<file path="config.mk">
export PLATFORM = sky130hd
export DESIGN_NAME = frx_datapath
export DESIGN_NICKNAME = d
export VERILOG_FILES = /design/src/hw/frx_pkg.sv /design/src/hw/frx_phase_gen.sv /design/src/hw/frx_datapath.sv
export SDC_FILE = /design/constraint.sdc
export NUM_CORES = 1
export LEC_CHECK = 0
export ABC_AREA = 0
export BUFFER_PORTS_ARGS = -buffer_cell sky130_fd_sc_hd__buf_2
export CAP_MARGIN = 30
export CORE_MARGIN = 10
export CORE_UTILIZATION = 45
export CTS_CLUSTER_DIAMETER = 200
export DETAILED_ROUTE_END_ITERATION = 12
export GPL_TIMING_DRIVEN = 0
export PLACE_DENSITY_LB_ADDON = 0.12
export SYNTH_ARGS = -nofsm -noshare
export SYNTH_HDL_FRONTEND = slang
export SYNTH_HIERARCHICAL = 1
export SYNTH_SLANG_ARGS = --single-unit
export TNS_END_PERCENT = 20
</file>
<file path="constraint.sdc">
create_clock -name clk -period 2.13 [get_ports clk]
set_clock_uncertainty 0.1 [all_clocks]
set_input_delay 0.426 -clock clk [delete_from_list [all_inputs] [get_ports clk]]
set_output_delay 0.426 -clock clk [all_outputs]
set_load 0.05 [all_outputs]
</file>
<file path="src/hw/frx_pkg.sv">
/*
 Constants for the file-register operation datapath: opcode prefixes,
 field positions, flag positions, reset values and the index of the last cycle phase.
 Assumes a single core clock; each instruction cycle is four clocks.
*/
// What this block does
// - Decode copy-register word, prefix then target bit then 7-bit address.
// - Copy updates zero flag; target bit 1 rewrites register, a test.
// - Subtract computes register minus accumulator, two's complement, to selected target.
// - Subtract carry set if no borrow; half-borrow and zero flags updated.
// - Nibble exchange swaps register halves; status flags untouched.
// - Nibble exchange writes accumulator when target bit 0, register when 1.
// - Load-direction opcode copies accumulator to direction latch 5 to 7, flags untouched.
// - Direction latches also readable and writable through the direct side port (dir_sel, dir_we), not at file addresses.
// - One instruction cycle is exactly four oscillator clock periods.
package frx_pkg;
	// Opcode field layout
	localparam int OPC_HI = 13;
	localparam int OPC_LO = 8;
	localparam int DST_BIT = 7;
	localparam logic [5:0] OPC_COPY = 6'h08;
	localparam logic [5:0] OPC_SUB = 6'h02;
	localparam logic [5:0] OPC_SWAP = 6'h0E;
	// Load-direction word: 00 0000 0110 0fff
	localparam logic [10:0] DIRLD_PREFIX = 11'h00C;
	localparam logic [2:0] DIR_FIRST = 3'h5;
	localparam logic [2:0] DIR_LAST = 3'h7;
	localparam int DIR_COUNT = 3;
	// File-space addresses named for the direction latches, unused: the latches are not mapped into the file space
	localparam logic [6:0] DIR_ADDR_BASE = 7'h05;
	localparam logic [6:0] DIR_ADDR_OFS = 7'h00;
	// Flag positions in the status output
	localparam int FLG_C = 0;
	localparam int FLG_HB = 1;
	localparam int FLG_Z = 2;
	localparam logic [7:0] ACC_RESET = 8'h00;
	localparam logic [7:0] DIR_RESET = 8'hFF;
	localparam logic [2:0] FLAG_RESET = 3'h0;
	localparam logic [1:0] PHASES = 2'h3;
	typedef enum logic [1:0] {ST_FETCH, ST_READ, ST_EXEC, ST_WRITE} frx_phase_e;
endpackage

</file>
<file path="src/hw/frx_phase_gen.sv">
/*
 Quarter-cycle phase divider: one enable pulse per four core clocks.
 Assumes clk is the oscillator clock and rst is asynchronous, active high.
*/
module frx_phase_gen
(
	input wire logic clk,
	input wire logic rst,
	output logic [1:0] phase_ff,
	output logic cyc_end_ff
);
	// ==========================================
	// Phase counter
	always_ff @(posedge clk or posedge rst)
	begin
		if (rst)
		begin
			phase_ff <= 2'h0;
			cyc_end_ff <= 1'b0;
		end
		else
		begin
			phase_ff <= phase_ff + 2'h1;
			cyc_end_ff <= (phase_ff == frx_pkg::PHASES - 2'h1);
		end
	end
endmodule

</file>
<file path="src/hw/frx_datapath.sv">
/*
 Execution datapath for copy, subtract, nibble exchange and the legacy
 load-direction instruction, with accumulator, flags and direction latches.
 Assumes the fetch stage holds instr_word and the file read data steady
 for a whole instruction cycle; file write strobes one clock per cycle.
*/
module frx_datapath
(
	input wire logic clk,
	input wire logic rst,
	input wire logic [13:0] instr_word,
	input wire logic instr_valid,
	output logic [6:0] file_addr_ff,
	input wire logic [7:0] file_rdata,
	output logic [7:0] file_wdata_ff,
	output logic file_we_ff,
	input wire logic [1:0] dir_sel,
	input wire logic dir_we,
	input wire logic [7:0] dir_wdata,
	output logic [7:0] dir_rdata_ff,
	output logic [7:0] acc_ff,
	output logic [2:0] flags_ff,
	output logic [23:0] dir_latch_ff,
	output logic cycle_done_ff
);
	// ==========================================
	// Phase sequencing
	logic [1:0] phase;
	logic cyc_end;
	frx_phase_gen u_phase
	(
		.clk(clk),
		.rst(rst),
		.phase_ff(phase),
		.cyc_end_ff(cyc_end)
	);

	// ==========================================
	// Decode
	logic [5:0] opc;
	logic dst_reg;
	logic is_copy;
	logic is_sub;
	logic is_swap;
	logic is_dirld;
	logic [2:0] dir_idx;
	logic exec;
	assign opc = instr_word[frx_pkg::OPC_HI:frx_pkg::OPC_LO];
	assign dst_reg = instr_word[frx_pkg::DST_BIT];
	assign is_copy = (opc == frx_pkg::OPC_COPY);
	assign is_sub = (opc == frx_pkg::OPC_SUB);
	assign is_swap = (opc == frx_pkg::OPC_SWAP);
	assign dir_idx = instr_word[2:0];
	assign is_dirld = (instr_word[13:3] == frx_pkg::DIRLD_PREFIX)
		&& (dir_idx >= frx_pkg::DIR_FIRST) && (dir_idx <= frx_pkg::DIR_LAST);
	// Execute once, on the last clock of the cycle
	assign exec = instr_valid && (phase == frx_pkg::PHASES);

	// ==========================================
	// Arithmetic
	logic [8:0] diff;
	logic [4:0] ldiff;
	logic [7:0] swapped;
	logic [7:0] result;
	assign diff = {1'b0, file_rdata} + {1'b0, ~acc_ff} + 9'h001;
	assign ldiff = {1'b0, file_rdata[3:0]} + {1'b0, ~acc_ff[3:0]} + 5'h01;
	assign swapped = {file_rdata[3:0], file_rdata[7:4]};
	// Result mux
	always_comb
	begin
		result = file_rdata;
		if (is_sub)
			result = diff[7:0];
		else if (is_swap)
			result = swapped;
	end

	// ==========================================
	// File address follows the instruction
	always_ff @(posedge clk or posedge rst)
	begin
		if (rst)
			file_addr_ff <= 7'h00;
		else
			file_addr_ff <= instr_word[6:0];
	end

	// File write-back, one clock per instruction cycle
	always_ff @(posedge clk or posedge rst)
	begin
		if (rst)
		begin
			file_we_ff <= 1'b0;
			file_wdata_ff <= 8'h00;
		end
		else
		begin
			file_we_ff <= exec && dst_reg && (is_copy || is_sub || is_swap);
			file_wdata_ff <= result;
		end
	end

	// Accumulator
	always_ff @(posedge clk or posedge rst)
	begin
		if (rst)
			acc_ff <= frx_pkg::ACC_RESET;
		else if (exec && !dst_reg && (is_copy || is_sub || is_swap))
			acc_ff <= result;
	end

	// Flags: swap and load-direction leave them alone
	always_ff @(posedge clk or posedge rst)
	begin
		if (rst)
			flags_ff <= frx_pkg::FLAG_RESET;
		else if (exec && is_sub)
		begin
			flags_ff[frx_pkg::FLG_C] <= diff[8];
			flags_ff[frx_pkg::FLG_HB] <= ldiff[4];
			flags_ff[frx_pkg::FLG_Z] <= (diff[7:0] == 8'h00);
		end
		else if (exec && is_copy)
			flags_ff[frx_pkg::FLG_Z] <= (file_rdata == 8'h00);
	end

	// ==========================================
	// Direction latches, via opcode or direct access
	genvar g;
	generate
		for (g = 0; g < frx_pkg::DIR_COUNT; g++)
		begin : g_dir
			always_ff @(posedge clk or posedge rst)
			begin
				if (rst)
					dir_latch_ff[g*8 +: 8] <= frx_pkg::DIR_RESET;
				else if (exec && is_dirld && (dir_idx == frx_pkg::DIR_FIRST + 3'(g)))
					dir_latch_ff[g*8 +: 8] <= acc_ff;
				else if (dir_we && (dir_sel == 2'(g)))
					dir_latch_ff[g*8 +: 8] <= dir_wdata;
			end
		end
	endgenerate

	// Direct read port
	always_ff @(posedge clk or posedge rst)
	begin
		if (rst)
			dir_rdata_ff <= 8'h00;
		else if (dir_sel < 2'(frx_pkg::DIR_COUNT))
			dir_rdata_ff <= dir_latch_ff[dir_sel*8 +: 8];
		else
			dir_rdata_ff <= 8'h00;
	end

	// Cycle completion marker
	always_ff @(posedge clk or posedge rst)
	begin
		if (rst)
			cycle_done_ff <= 1'b0;
		else
			cycle_done_ff <= exec;
	end

	// ==========================================
	// Checks
	chk_exec_period: assert property (@(posedge clk) disable iff (rst)
		exec |=> !exec ##1 !exec ##1 !exec) else $error("exec not once per four clocks");
	chk_cyc_end: assert property (@(posedge clk) disable iff (rst)
		cyc_end |-> phase == frx_pkg::PHASES) else $error("phase divider misaligned");
	chk_sub_acc: assert property (@(posedge clk) disable iff (rst)
		exec && is_sub && !dst_reg |=> acc_ff == $past(diff[7:0])) else $error("sub acc");
	chk_sub_carry: assert property (@(posedge clk) disable iff (rst)
		exec && is_sub |=> flags_ff[0] == ($past(file_rdata) >= $past(acc_ff)))
		else $error("carry wrong");
	chk_copy_zero: assert property (@(posedge clk) disable iff (rst)
		exec && is_copy |=> flags_ff[2] == ($past(file_rdata) == 8'h00))
		else $error("copy zero flag wrong");
	chk_swap_flags: assert property (@(posedge clk) disable iff (rst)
		exec && (is_swap || is_dirld) |=> $stable(flags_ff)) else $error("flags moved");
	chk_swap_write: assert property (@(posedge clk) disable iff (rst)
		exec && is_swap && dst_reg |=> file_we_ff
		&& file_wdata_ff == {$past(file_rdata[3:0]), $past(file_rdata[7:4])})
		else $error("swap write wrong");
	chk_acc_target: assert property (@(posedge clk) disable iff (rst)
		exec && !dst_reg |=> !file_we_ff) else $error("register written");
	chk_dir_load: assert property (@(posedge clk) disable iff (rst)
		exec && is_dirld && dir_idx == 3'h5 |=> dir_latch_ff[7:0] == $past(acc_ff))
		else $error("direction load wrong");
	chk_dir_direct: assert property (@(posedge clk) disable iff (rst)
		dir_we && dir_sel == 2'h1 && !(exec && is_dirld) |=> dir_latch_ff[15:8] == $past(dir_wdata))
		else $error("direct write wrong");
endmodule

</file>
# [Word-level counts from Yosys, hierarchy flattened]
# Index checks and enable logic that the tools add are counted.
[totals] latch_bits=0 n_memories=0 rom_bits=0 inputBits=36 ramBits=0 elab_cells=70 output_inout_bits=60 reg_bits=62
[op_classes] multipliers=0 reduce_logical=26 bitwise=2 addsub=5 magnitude_cmp=3 muxes=11 n_shift=1 n_div=0 n_eq_ne=10
[ops] op="8-bit 2-to-1 mux" count=9
[ops] op="24-bit by 6-bit indexed part select with 8-bit output" count=1
[ops] op="1-bit logical AND" count=16
[ops] op="8-bit logical NOT" count=2
[ops] op="6-bit by 4-bit == test with 1-bit output (second input constant)" count=2
[ops] op="11-bit by 4-bit == test with 1-bit output (second input constant)" count=1
[ops] op="8-bit by 8-bit adder with 9-bit output" count=1
[ops] op="9-bit by 1-bit adder with 9-bit output (second input constant)" count=1
[ops] op="3-bit == test (second input constant)" count=3
[ops] op="8-bit NOT" count=1
[ops] op="2-bit nonzero test" count=4
[ops] op="6-bit by 2-bit == test with 1-bit output (second input constant)" count=1
[ops] op="4-bit by 4-bit adder with 5-bit output" count=1
[ops] op="5-bit by 1-bit adder with 5-bit output (second input constant)" count=1
[ops] op="2-bit == test (second input constant)" count=2
[ops] op="4-bit NOT" count=1
[ops] op="3-bit greater-or-equal comparator (second input constant)" count=1
[ops] op="3-bit less-or-equal comparator (second input constant)" count=1
[ops] op="2-bit by 1-bit adder with 2-bit output (second input constant)" count=1
[ops] op="2-bit by 1-bit == test with 1-bit output (second input constant)" count=1
[ops] op="2-bit logical NOT" count=1
[ops] op="1-bit logical OR" count=2
[ops] op="2-bit less-than comparator (second input constant)" count=1
[ops] op="1-bit 2-to-1 mux" count=2
[ops] op="1-bit logical NOT" count=1

# [Depth between registers and ports, before layout]
# Gate-level depths: netlist of run 1.
[logic_depth] ltp_word=6 mapped_depth=9 mapped_depth_nobuf=9

# [Cells and area by module]
# The synthesis of run 1 kept the hierarchy.
[by_module_without_submodules] mod="frx_datapath" instances=1 area_per_inst_um2=3080.5 seq_area_each_um2=1531.5 cells_each=283
[by_module_without_submodules] mod="frx_phase_gen" instances=1 area_per_inst_um2=98.8 seq_area_each_um2=75.1 cells_each=7

# [Least setup slack after synthesis of run 1]
# No wires, ideal clock.
[synth_timing] path_kind="register -> register" from="reg acc_ff[2]" to="reg acc_ff[5]" synth_period_minus_slack_ns=2.502 setup_time_ns=0.067 stages_incl_launch_ff=9 n_path_buf=0 required_time_ns=1.963 t_arrival_ns=2.335 path_slack_ns=-0.372 cell_sequence="dfrtp_1 -> inv_1 -> ha_1 -> o21ai_0 -> a21oi_1 -> or4b_2 -> o311a_1 -> mux2i_1 -> mux2_2"
[synth_between] elab_chain_len=4
[synth_rtl] element="start, declared" line_no="frx_datapath.sv:21" rtl="output logic [7:0] acc_ff,"
[synth_rtl] element="start signal, assigned" line_no="frx_datapath.sv:107" rtl="acc_ff <= frx_pkg::ACC_RESET;"
[synth_rtl] element="start signal, assigned" line_no="frx_datapath.sv:109" rtl="acc_ff <= result;"
[synth_rtl] element="8-bit NOT" line_no="frx_datapath.sv:65" rtl="assign diff = {1'b0, file_rdata} + {1'b0, ~acc_ff} + 9'h001;"
[synth_rtl] element="8-bit by 8-bit adder with 9-bit output" line_no="frx_datapath.sv:65"
[synth_rtl] element="9-bit by 1-bit adder with 9-bit output" line_no="frx_datapath.sv:65"
[synth_rtl] element="8-bit 2-to-1 mux" line_no="frx_datapath.sv:72" rtl="if (is_sub)"
[synth_rtl] element="named net result[5]" line_no="frx_datapath.sv:64" rtl="logic [7:0] result;"
# The timed path passes the listed nets, and every way through them passes these cells.
# A chain may end at the register's enable or synchronous reset.

# [Worst setup path in the final report of run 1]
[layout_timing] from="reg acc_ff[0]" to="reg flags_ff[2]"
[layout_between] elab_chain_len=5
[layout_rtl] element="8-bit NOT" line_no="frx_datapath.sv:65"
[layout_rtl] element="8-bit by 8-bit adder with 9-bit output" line_no="frx_datapath.sv:65"
[layout_rtl] element="9-bit by 1-bit adder with 9-bit output" line_no="frx_datapath.sv:65"
[layout_rtl] element="8-bit logical NOT" line_no="frx_datapath.sv:121" rtl="flags_ff[frx_pkg::FLG_Z] <= (diff[7:0] == 8'h00);"
[layout_rtl] element="1-bit 2-to-1 mux" line_no="frx_datapath.sv:117" rtl="else if (exec && is_sub)"
[layout_rtl] element="end signal, assigned" line_no="frx_datapath.sv:116" rtl="flags_ff <= frx_pkg::FLAG_RESET;"
[layout_rtl] element="end signal, assigned by index" line_no="frx_datapath.sv:119" rtl="flags_ff[frx_pkg::FLG_C] <= diff[8];"
[layout_rtl] element="end signal, assigned by index" line_no="frx_datapath.sv:121"
[layout_rtl] element="end, declared" line_no="frx_datapath.sv:22" rtl="output logic [2:0] flags_ff,"
# No other way between the ends.

==> results.md, run 1 <==
* Hold Worst Slack at 0.1037 ns
* Post-Syn Area at between 0.003 and 0.004 mm²
* CTS tree: yes
* Slew margin rel. at 0.5040
* Crit start category: flop
* Synth warn at 6
* Final WS setup at -0.01869 ns
* R2R cell count at 7
* Drt first pass iters at 4
* Final Setup Violations at 1
* Slowest stage delay, CP at around 0.42 ns
* Core box area at between 0.006 and 0.007 mm²
* Avg Inst Size Synth at between 10 and 15 µm²
* Period utilization at 1.009
* Critical-path cell list: ha_4 > fa_2 > nand2b_4 > a21oi_1 > xnor2_1 > nor3_1 > a41o_1
* Final Net Count at approximately 450
* Slew @ Worst Pin at about 0.74 ns
* Slew Limit Fails at 0
* Die ar. at ~0.011 mm²
* RSZ-0062 raised after global routing: yes
* Layout area overhead at 33.80%
* Leak Pwr at between 2 and 2.5 nW
* Syn Inst Count at 289
* Number of buffers created by CTS at 9
* Initial Util at 0.4643
* Vias in the first global route at around 2600
* Final Core Density at 0.6212
* DRC Markers at 0
* Total power at roughly 3.9 mW
* Routed Antenna Nets at 0
* Die Height at slightly above 100 µm
* Post-DR wirelength/cell at approximately 17 µm
* Grt ovf at 0
* DR vias/cell at ~5.1
* Critical path class: reg2reg
* First-pass GRT wire length at 13790 µm
* Port Buffer Count at 95
* Post-route minimum period at between 2 and 2.5 ns
* Rows at 30
* Maximum capacitance violations at 0
* Status: finished with violations
* Share of cells above drive strength 1 at 0.4742
* Critical path required time at between 2 and 2.5 ns
* Largest net degree at the start of global routing at 44
* Worst-path cell with the longest stage delay: dfrtp_2
* Final HPWL DP at approximately 6400 µm
* Arrival @ worst endpoint at around 2.3 ns
* I/O Pins at 96
* PwrDens at 926.8 mW/mm²
* Worst Hold Depth at 1
* Hold WC Path Type: in2reg
* Die Wd at just over 100 µm
* Cell area after layout at ~0.0042 mm²
* CTS H-tree lvls at 3
* Antenna fix cells at 0
* Worst Setup End Kind: flop
* Clock Sinks at 62
* Clock Path Buffers at 2
* Syn Nets at 335
* Initial antenna violation count at 0
* Root Buffer: clkbuf_8
* Worst vdd ir at 0.0003881 V
* Overall Global Routing Usage at 0.1585
* Final Hold Vio Count at 0
* DRT iter0 DRCs at approximately 110
* Worst-Skew Late Latency at around 0.35 ns
* Violated checks: negative setup slack
* Placer Congestion at about 0.88
* Area after DPL at 0.003832 mm²
* Clk slew on worst S/H paths at approximately 0.07 ns
* Vias at 2544
* Max FO, Critical Path at 2
* Peak Freq at roughly 470 MHz
* Final WL at 8673 µm
worst max-delay path, delay by kind of cell (launching register included):
kind                       cells  cell delay [ns]
AOI/OAI and AO/OA              2             0.46
xor gates and xnor gates       1             0.13
adders and majority gates      2             0.52
DFF                            1             0.42
and+or+nand+nor                2             0.47
what timing repair did:
item                                    CTS  global route
endpoints found under the hold margin     9             0
hold buffers                              1             0
endpoints found under the setup margin   21            26
resized for setup                         8             6
setup buffers                             1             4
pin swaps                                 3             3
path summary, 6_finish.rpt:
| kind | endpoint | slack [ns] | startpoint |
|---|---|---|---|
| setup / recovery | flags_ff[2] | -0.02 | acc_ff[0] |
| hold / removal | file_addr_ff[5] | 0.10 | instr_word[5] |
| setup reg to reg | flags_ff[2] | -0.02 | acc_ff[0] |
| hold reg to reg | u_phase/phase_ff[0] | 0.37 | u_phase/phase_ff[0] |
| max in group asynchronous | dir_latch_ff[20] | 0.74 | rst |
| min in group asynchronous | u_phase/phase_ff[1] | 0.38 | rst |
report_power, final:
part	switching [mW]	internal, mW
combinational	0.803	0.304
clock	0.491	0.841
sequential	0.0910	1.38
total	1.38	2.53
per-stage QoR:
step | cells | TNS (ns) | setup WS, ns
after CTS | 499 | -0.03863 | -0.03863
after global placement | 480 | -36.05 | -0.8857
after global routing | 503 | -0.3008 | -0.08877
after detailed placement | 481 | -7.312 | -0.3403
final | 503 | -0.01869 | -0.01869
after floorplan | 289 | -0.2115 | -0.1191
cell usage in the layout (no fill, tap or decap), types with 3 or more instances in the layout:
cell type / instances
o21ai_0: 24
xor2_1: 3
mux2_2: 8
dfrtp_2: 7
buf_4: 5
inv_1: 13
nand2_1: 30
mux2i_1: 45
a21oi_1: 16
buf_2: 99
nor2_1: 19
ha_4: 4
dfstp_2: 24
inv_2: 3
bufinv_16: 3
ha_1: 4
dfrtp_1: 31
buf_6: 3
clkbuf_8: 11
metal layers:
metal  track usage  part of all wire  wire length [µm]
met1        0.1902              0.44              3812
met2        0.2685              0.51              4445
met3       0.03346             0.040               346
met4       0.06561            0.0080                69
met5             0                 0                 0
final cells by class:
class	count	area (µm²)
clock buffer	11	151.4
clock inverter	5	105.1
tap	96	120.1
timing repair buffer	102	543.0
sequential	62	1590
buffer	11	68.82
fill	567	2574
multi-input combinational	200	1582
inverter	16	60.06
state kept, by name (all words and copies together) (netlist names):
name,cells
file_we_ff,1
acc_ff,8
dir_latch_ff,24
cycle_done_ff,1
file_addr_ff,7
dir_rdata_ff,8
u_phase/phase_ff,2
flags_ff,3
file_wdata_ff,8
No activity file was read; power rests on OpenSTA's default activity.
==> run 2: changes to the inputs <==
--- a/config.mk
+++ b/config.mk
@@ -8,8 +8,10 @@
 export ABC_AREA = 0
 export BUFFER_PORTS_ARGS = -buffer_cell sky130_fd_sc_hd__buf_2
 export CAP_MARGIN = 30
+export CELL_PAD_IN_SITES_DETAIL_PLACEMENT = 1
+export CELL_PAD_IN_SITES_GLOBAL_PLACEMENT = 2
 export CORE_MARGIN = 10
-export CORE_UTILIZATION = 45
+export CORE_UTILIZATION = 29
 export CTS_CLUSTER_DIAMETER = 200
 export DETAILED_ROUTE_END_ITERATION = 12
 export GPL_TIMING_DRIVEN = 0
==> results.md, run 2 (synthesized netlist as in run 1, its figures left out) <==
* Worst vdd ir at 0.0003046 V (was 0.0003881 V)
* Area after DPL at 0.003887 mm² (was 0.003832 mm²)
* R2R cell count at 8 (was 7)
* Violated checks: negative setup slack (unchanged)
* Slew @ Worst Pin at 0.7237 ns (was 0.7441 ns)
* DRC Markers at 0 (unchanged)
* Final WL at 9889 µm (was 8673 µm)
* Most frequent cells in the layout: buf_2, mux2i_1, dfrtp_1, nand2_1 (unchanged)
* Arrival @ worst endpoint at 2.27 ns (was 2.33 ns)
* Initial Util at 0.2935 (was 0.4643)
* Die ar. at 0.01545 mm² (was 0.01076 mm²)
* Layout area overhead at 35.90% (was 33.80%)
* Max FFs per register at 24 (unchanged)
* Grt ovf at 0 (unchanged)
* Post-route minimum period at 2.152 ns (was 2.149 ns)
* Final Net Count at 453 (was 448)
* Hold EP: file_addr_ff[6] (was file_addr_ff[5])
* Finished Layout Cells at 552 (was 503)
* Worst Hold Depth at 1 (unchanged)
* Filler cells at 1246 (was 567)
* Clock Sinks at 62 (unchanged)
* Die Height at 124.3 µm (was 103.7 µm)
* Drt first pass iters at 4 (unchanged)
* PwrDens at 855.6 mW/mm² (was 926.8 mW/mm²)
* Vias in the first global route at 2875 (was 2628)
* Crit start category: flop (unchanged)
* Antenna fix cells at 0 (unchanged)
* I/O Pins at 96 (unchanged)
* Largest net degree at the start of global routing at 42 (was 44)
* RSZ-0062 raised after global routing: yes (unchanged)
* Worst Setup End Kind: flop (unchanged)
* R2r endpoint: acc_ff[6] (was flags_ff[2])
* Clock Path Buffers at 2 (unchanged)
* Number of buffers created by CTS at 9 (unchanged)
* Core box area at 0.01075 mm² (was 0.006794 mm²)
* Hold Crit Start: instr_word[6] (was instr_word[5])
* Routed Antenna Nets at 0 (unchanged)
* Hold Worst Slack at 0.1001 ns (was 0.1037 ns)
* Clk slew on worst S/H paths at 0.07 ns (about the same)
* Sequential Area at 0.001590 mm² (unchanged)
* Port Buffer Count at 95 (unchanged)
* First-pass GRT wire length at 15990 µm (was 13790 µm)
* Maximum capacitance violations at 0 (unchanged)
* Most common cell after layout, fill and taps aside: buf_2 (unchanged)
* Status: finished with violations (unchanged)
* Post-DR wirelength/cell at 17.91 µm (was 17.24 µm)
* Hold WC Path Type: in2reg (unchanged)
* Final Setup Violations at 1 (unchanged)
* Max FO, Critical Path at 2 (unchanged)
* Period utilization at 1.010 (was 1.009)
* Total power at 3.668 mW (was 3.911 mW)
* Root Buffer: clkbuf_8 (unchanged)
* Rows at 38 (was 30)
* DR vias/cell at 4.616 (was 5.058)
* Overall Global Routing Usage at 0.1290 (was 0.1585)
* CTS tree: yes (unchanged)
* Initial antenna violation count at 0 (unchanged)
* Reg with most FFs: dir_latch_ff (unchanged)
* Placed insts at 525 (was 481)
* Vias at 2548 (was 2544)
* Leak Pwr at 2.043 nW (was 2.039 nW)
* Worst slack at placement at -0.4373 ns (was -0.3403 ns)
* CTS H-tree lvls at 3 (unchanged)
* Critical path class: reg2reg (unchanged)
* Slew margin rel. at 0.5175 (was 0.5040)
* R2R Path Start: acc_ff[0] (unchanged)
* DRT iter0 DRCs at 53 (was 106)
* Peak Freq at 464.6 MHz (was 465.4 MHz)
* Multi-input combinational cell area at 0.001608 mm² (was 0.001582 mm²)
* Final HPWL DP at 7663 µm (was 6382 µm)
* Final WS setup at -0.02221 ns (was -0.01869 ns)
* Critical path required time at 2.25 ns (was 2.31 ns)
* Worst-Skew Late Latency at 0.34 ns (was 0.35 ns)
* Die Wd at 124.3 µm (was 103.7 µm)
* Cell area after layout at 0.004287 mm² (was 0.004220 mm²)
* R2R Setup Slk at -0.02 ns (about the same)
* Share of cells above drive strength 1 at 0.4927 (was 0.4742)
* Slew Limit Fails at 0 (unchanged)
* Final Hold Vio Count at 0 (unchanged)
* Placer Congestion at 0.7368 (was 0.8841)
[run 2: cell types whose count changed in the layout (fill, tap and decap cells not counted), moves of 2 or more]
cell,previous run,this run
buf_4,5,10
a21oi_2,2,4
inv_2,3,5
inv_1,13,11
clkbuf_1,2,4
a21oi_1,16,14
bufinv_16,3,1
[run 2: how the worst max path moves through the flow]
stage                   from        end  slack (ns)  cells after the start
5_1_grt            acc_ff[0]  acc_ff[6]       -0.12                      8
2_1_floorplan      acc_ff[0]  acc_ff[6]       -0.12                      8
3_5_place_dp   file_rdata[0]  acc_ff[6]       -0.44                     10
4_1_cts            acc_ff[0]  acc_ff[6]       -0.12                      8
3_3_place_gp             rst  acc_ff[1]       -1.03                      2
6_report           acc_ff[0]  acc_ff[6]       -0.02                      8
[run 2: area by class of cell]
class,instances,area share
tap,140,0.04086
buffer,11,0.01664
sequential,62,0.3710
clock inverter,3,0.009924
clock buffer,13,0.03707
inverter,16,0.01401
multi-input combinational,200,0.3751
timing repair buffer,107,0.1354
[run 2: critical path, stage by stage (launching register included)]
cell and delay, ns:
dfrtp_2 0.42, ha_4 0.17, fa_2 0.34, nand2b_4 0.16
a211oi_4 0.25, o31ai_2 0.12, a21oi_2 0.16, a21oi_2 0.06
mux2_4 0.25
[run 2: through the flow]
step | TNS [ns] | util
global placement | -44.99 | 0.3599
CTS | -0.1673 | 0.3896
finish | -0.02221 | 0.3989
global route | -0.3254 | 0.3989
detailed placement | -9.449 | 0.3618
floorplan | -0.2115 | -
[run 2: routing by layer]
metal	track usage	wire length [µm]	vias to the layer above
met1	0.1498	4405	1246
met2	0.2233	5055	50
met5	0	0	-
li1	-	-	1246
met3	0.04000	363	6
met4	0.03496	65	0
[run 2: repair_timing]
item	4_1_cts	5_1_grt
setup endpoints to repair	31	26
hold endpoints to repair	2	0
buffers inserted	2	8
pin swaps	6	4
resized for setup	13	10
hold buffers	1	0
[run 2: where the power goes]
part	internal (mW)	switching (mW)	leakage, nW
sequential	1.38	0.0906	0.719
clock	0.604	0.456	0.0996
combinational	0.318	0.818	1.22
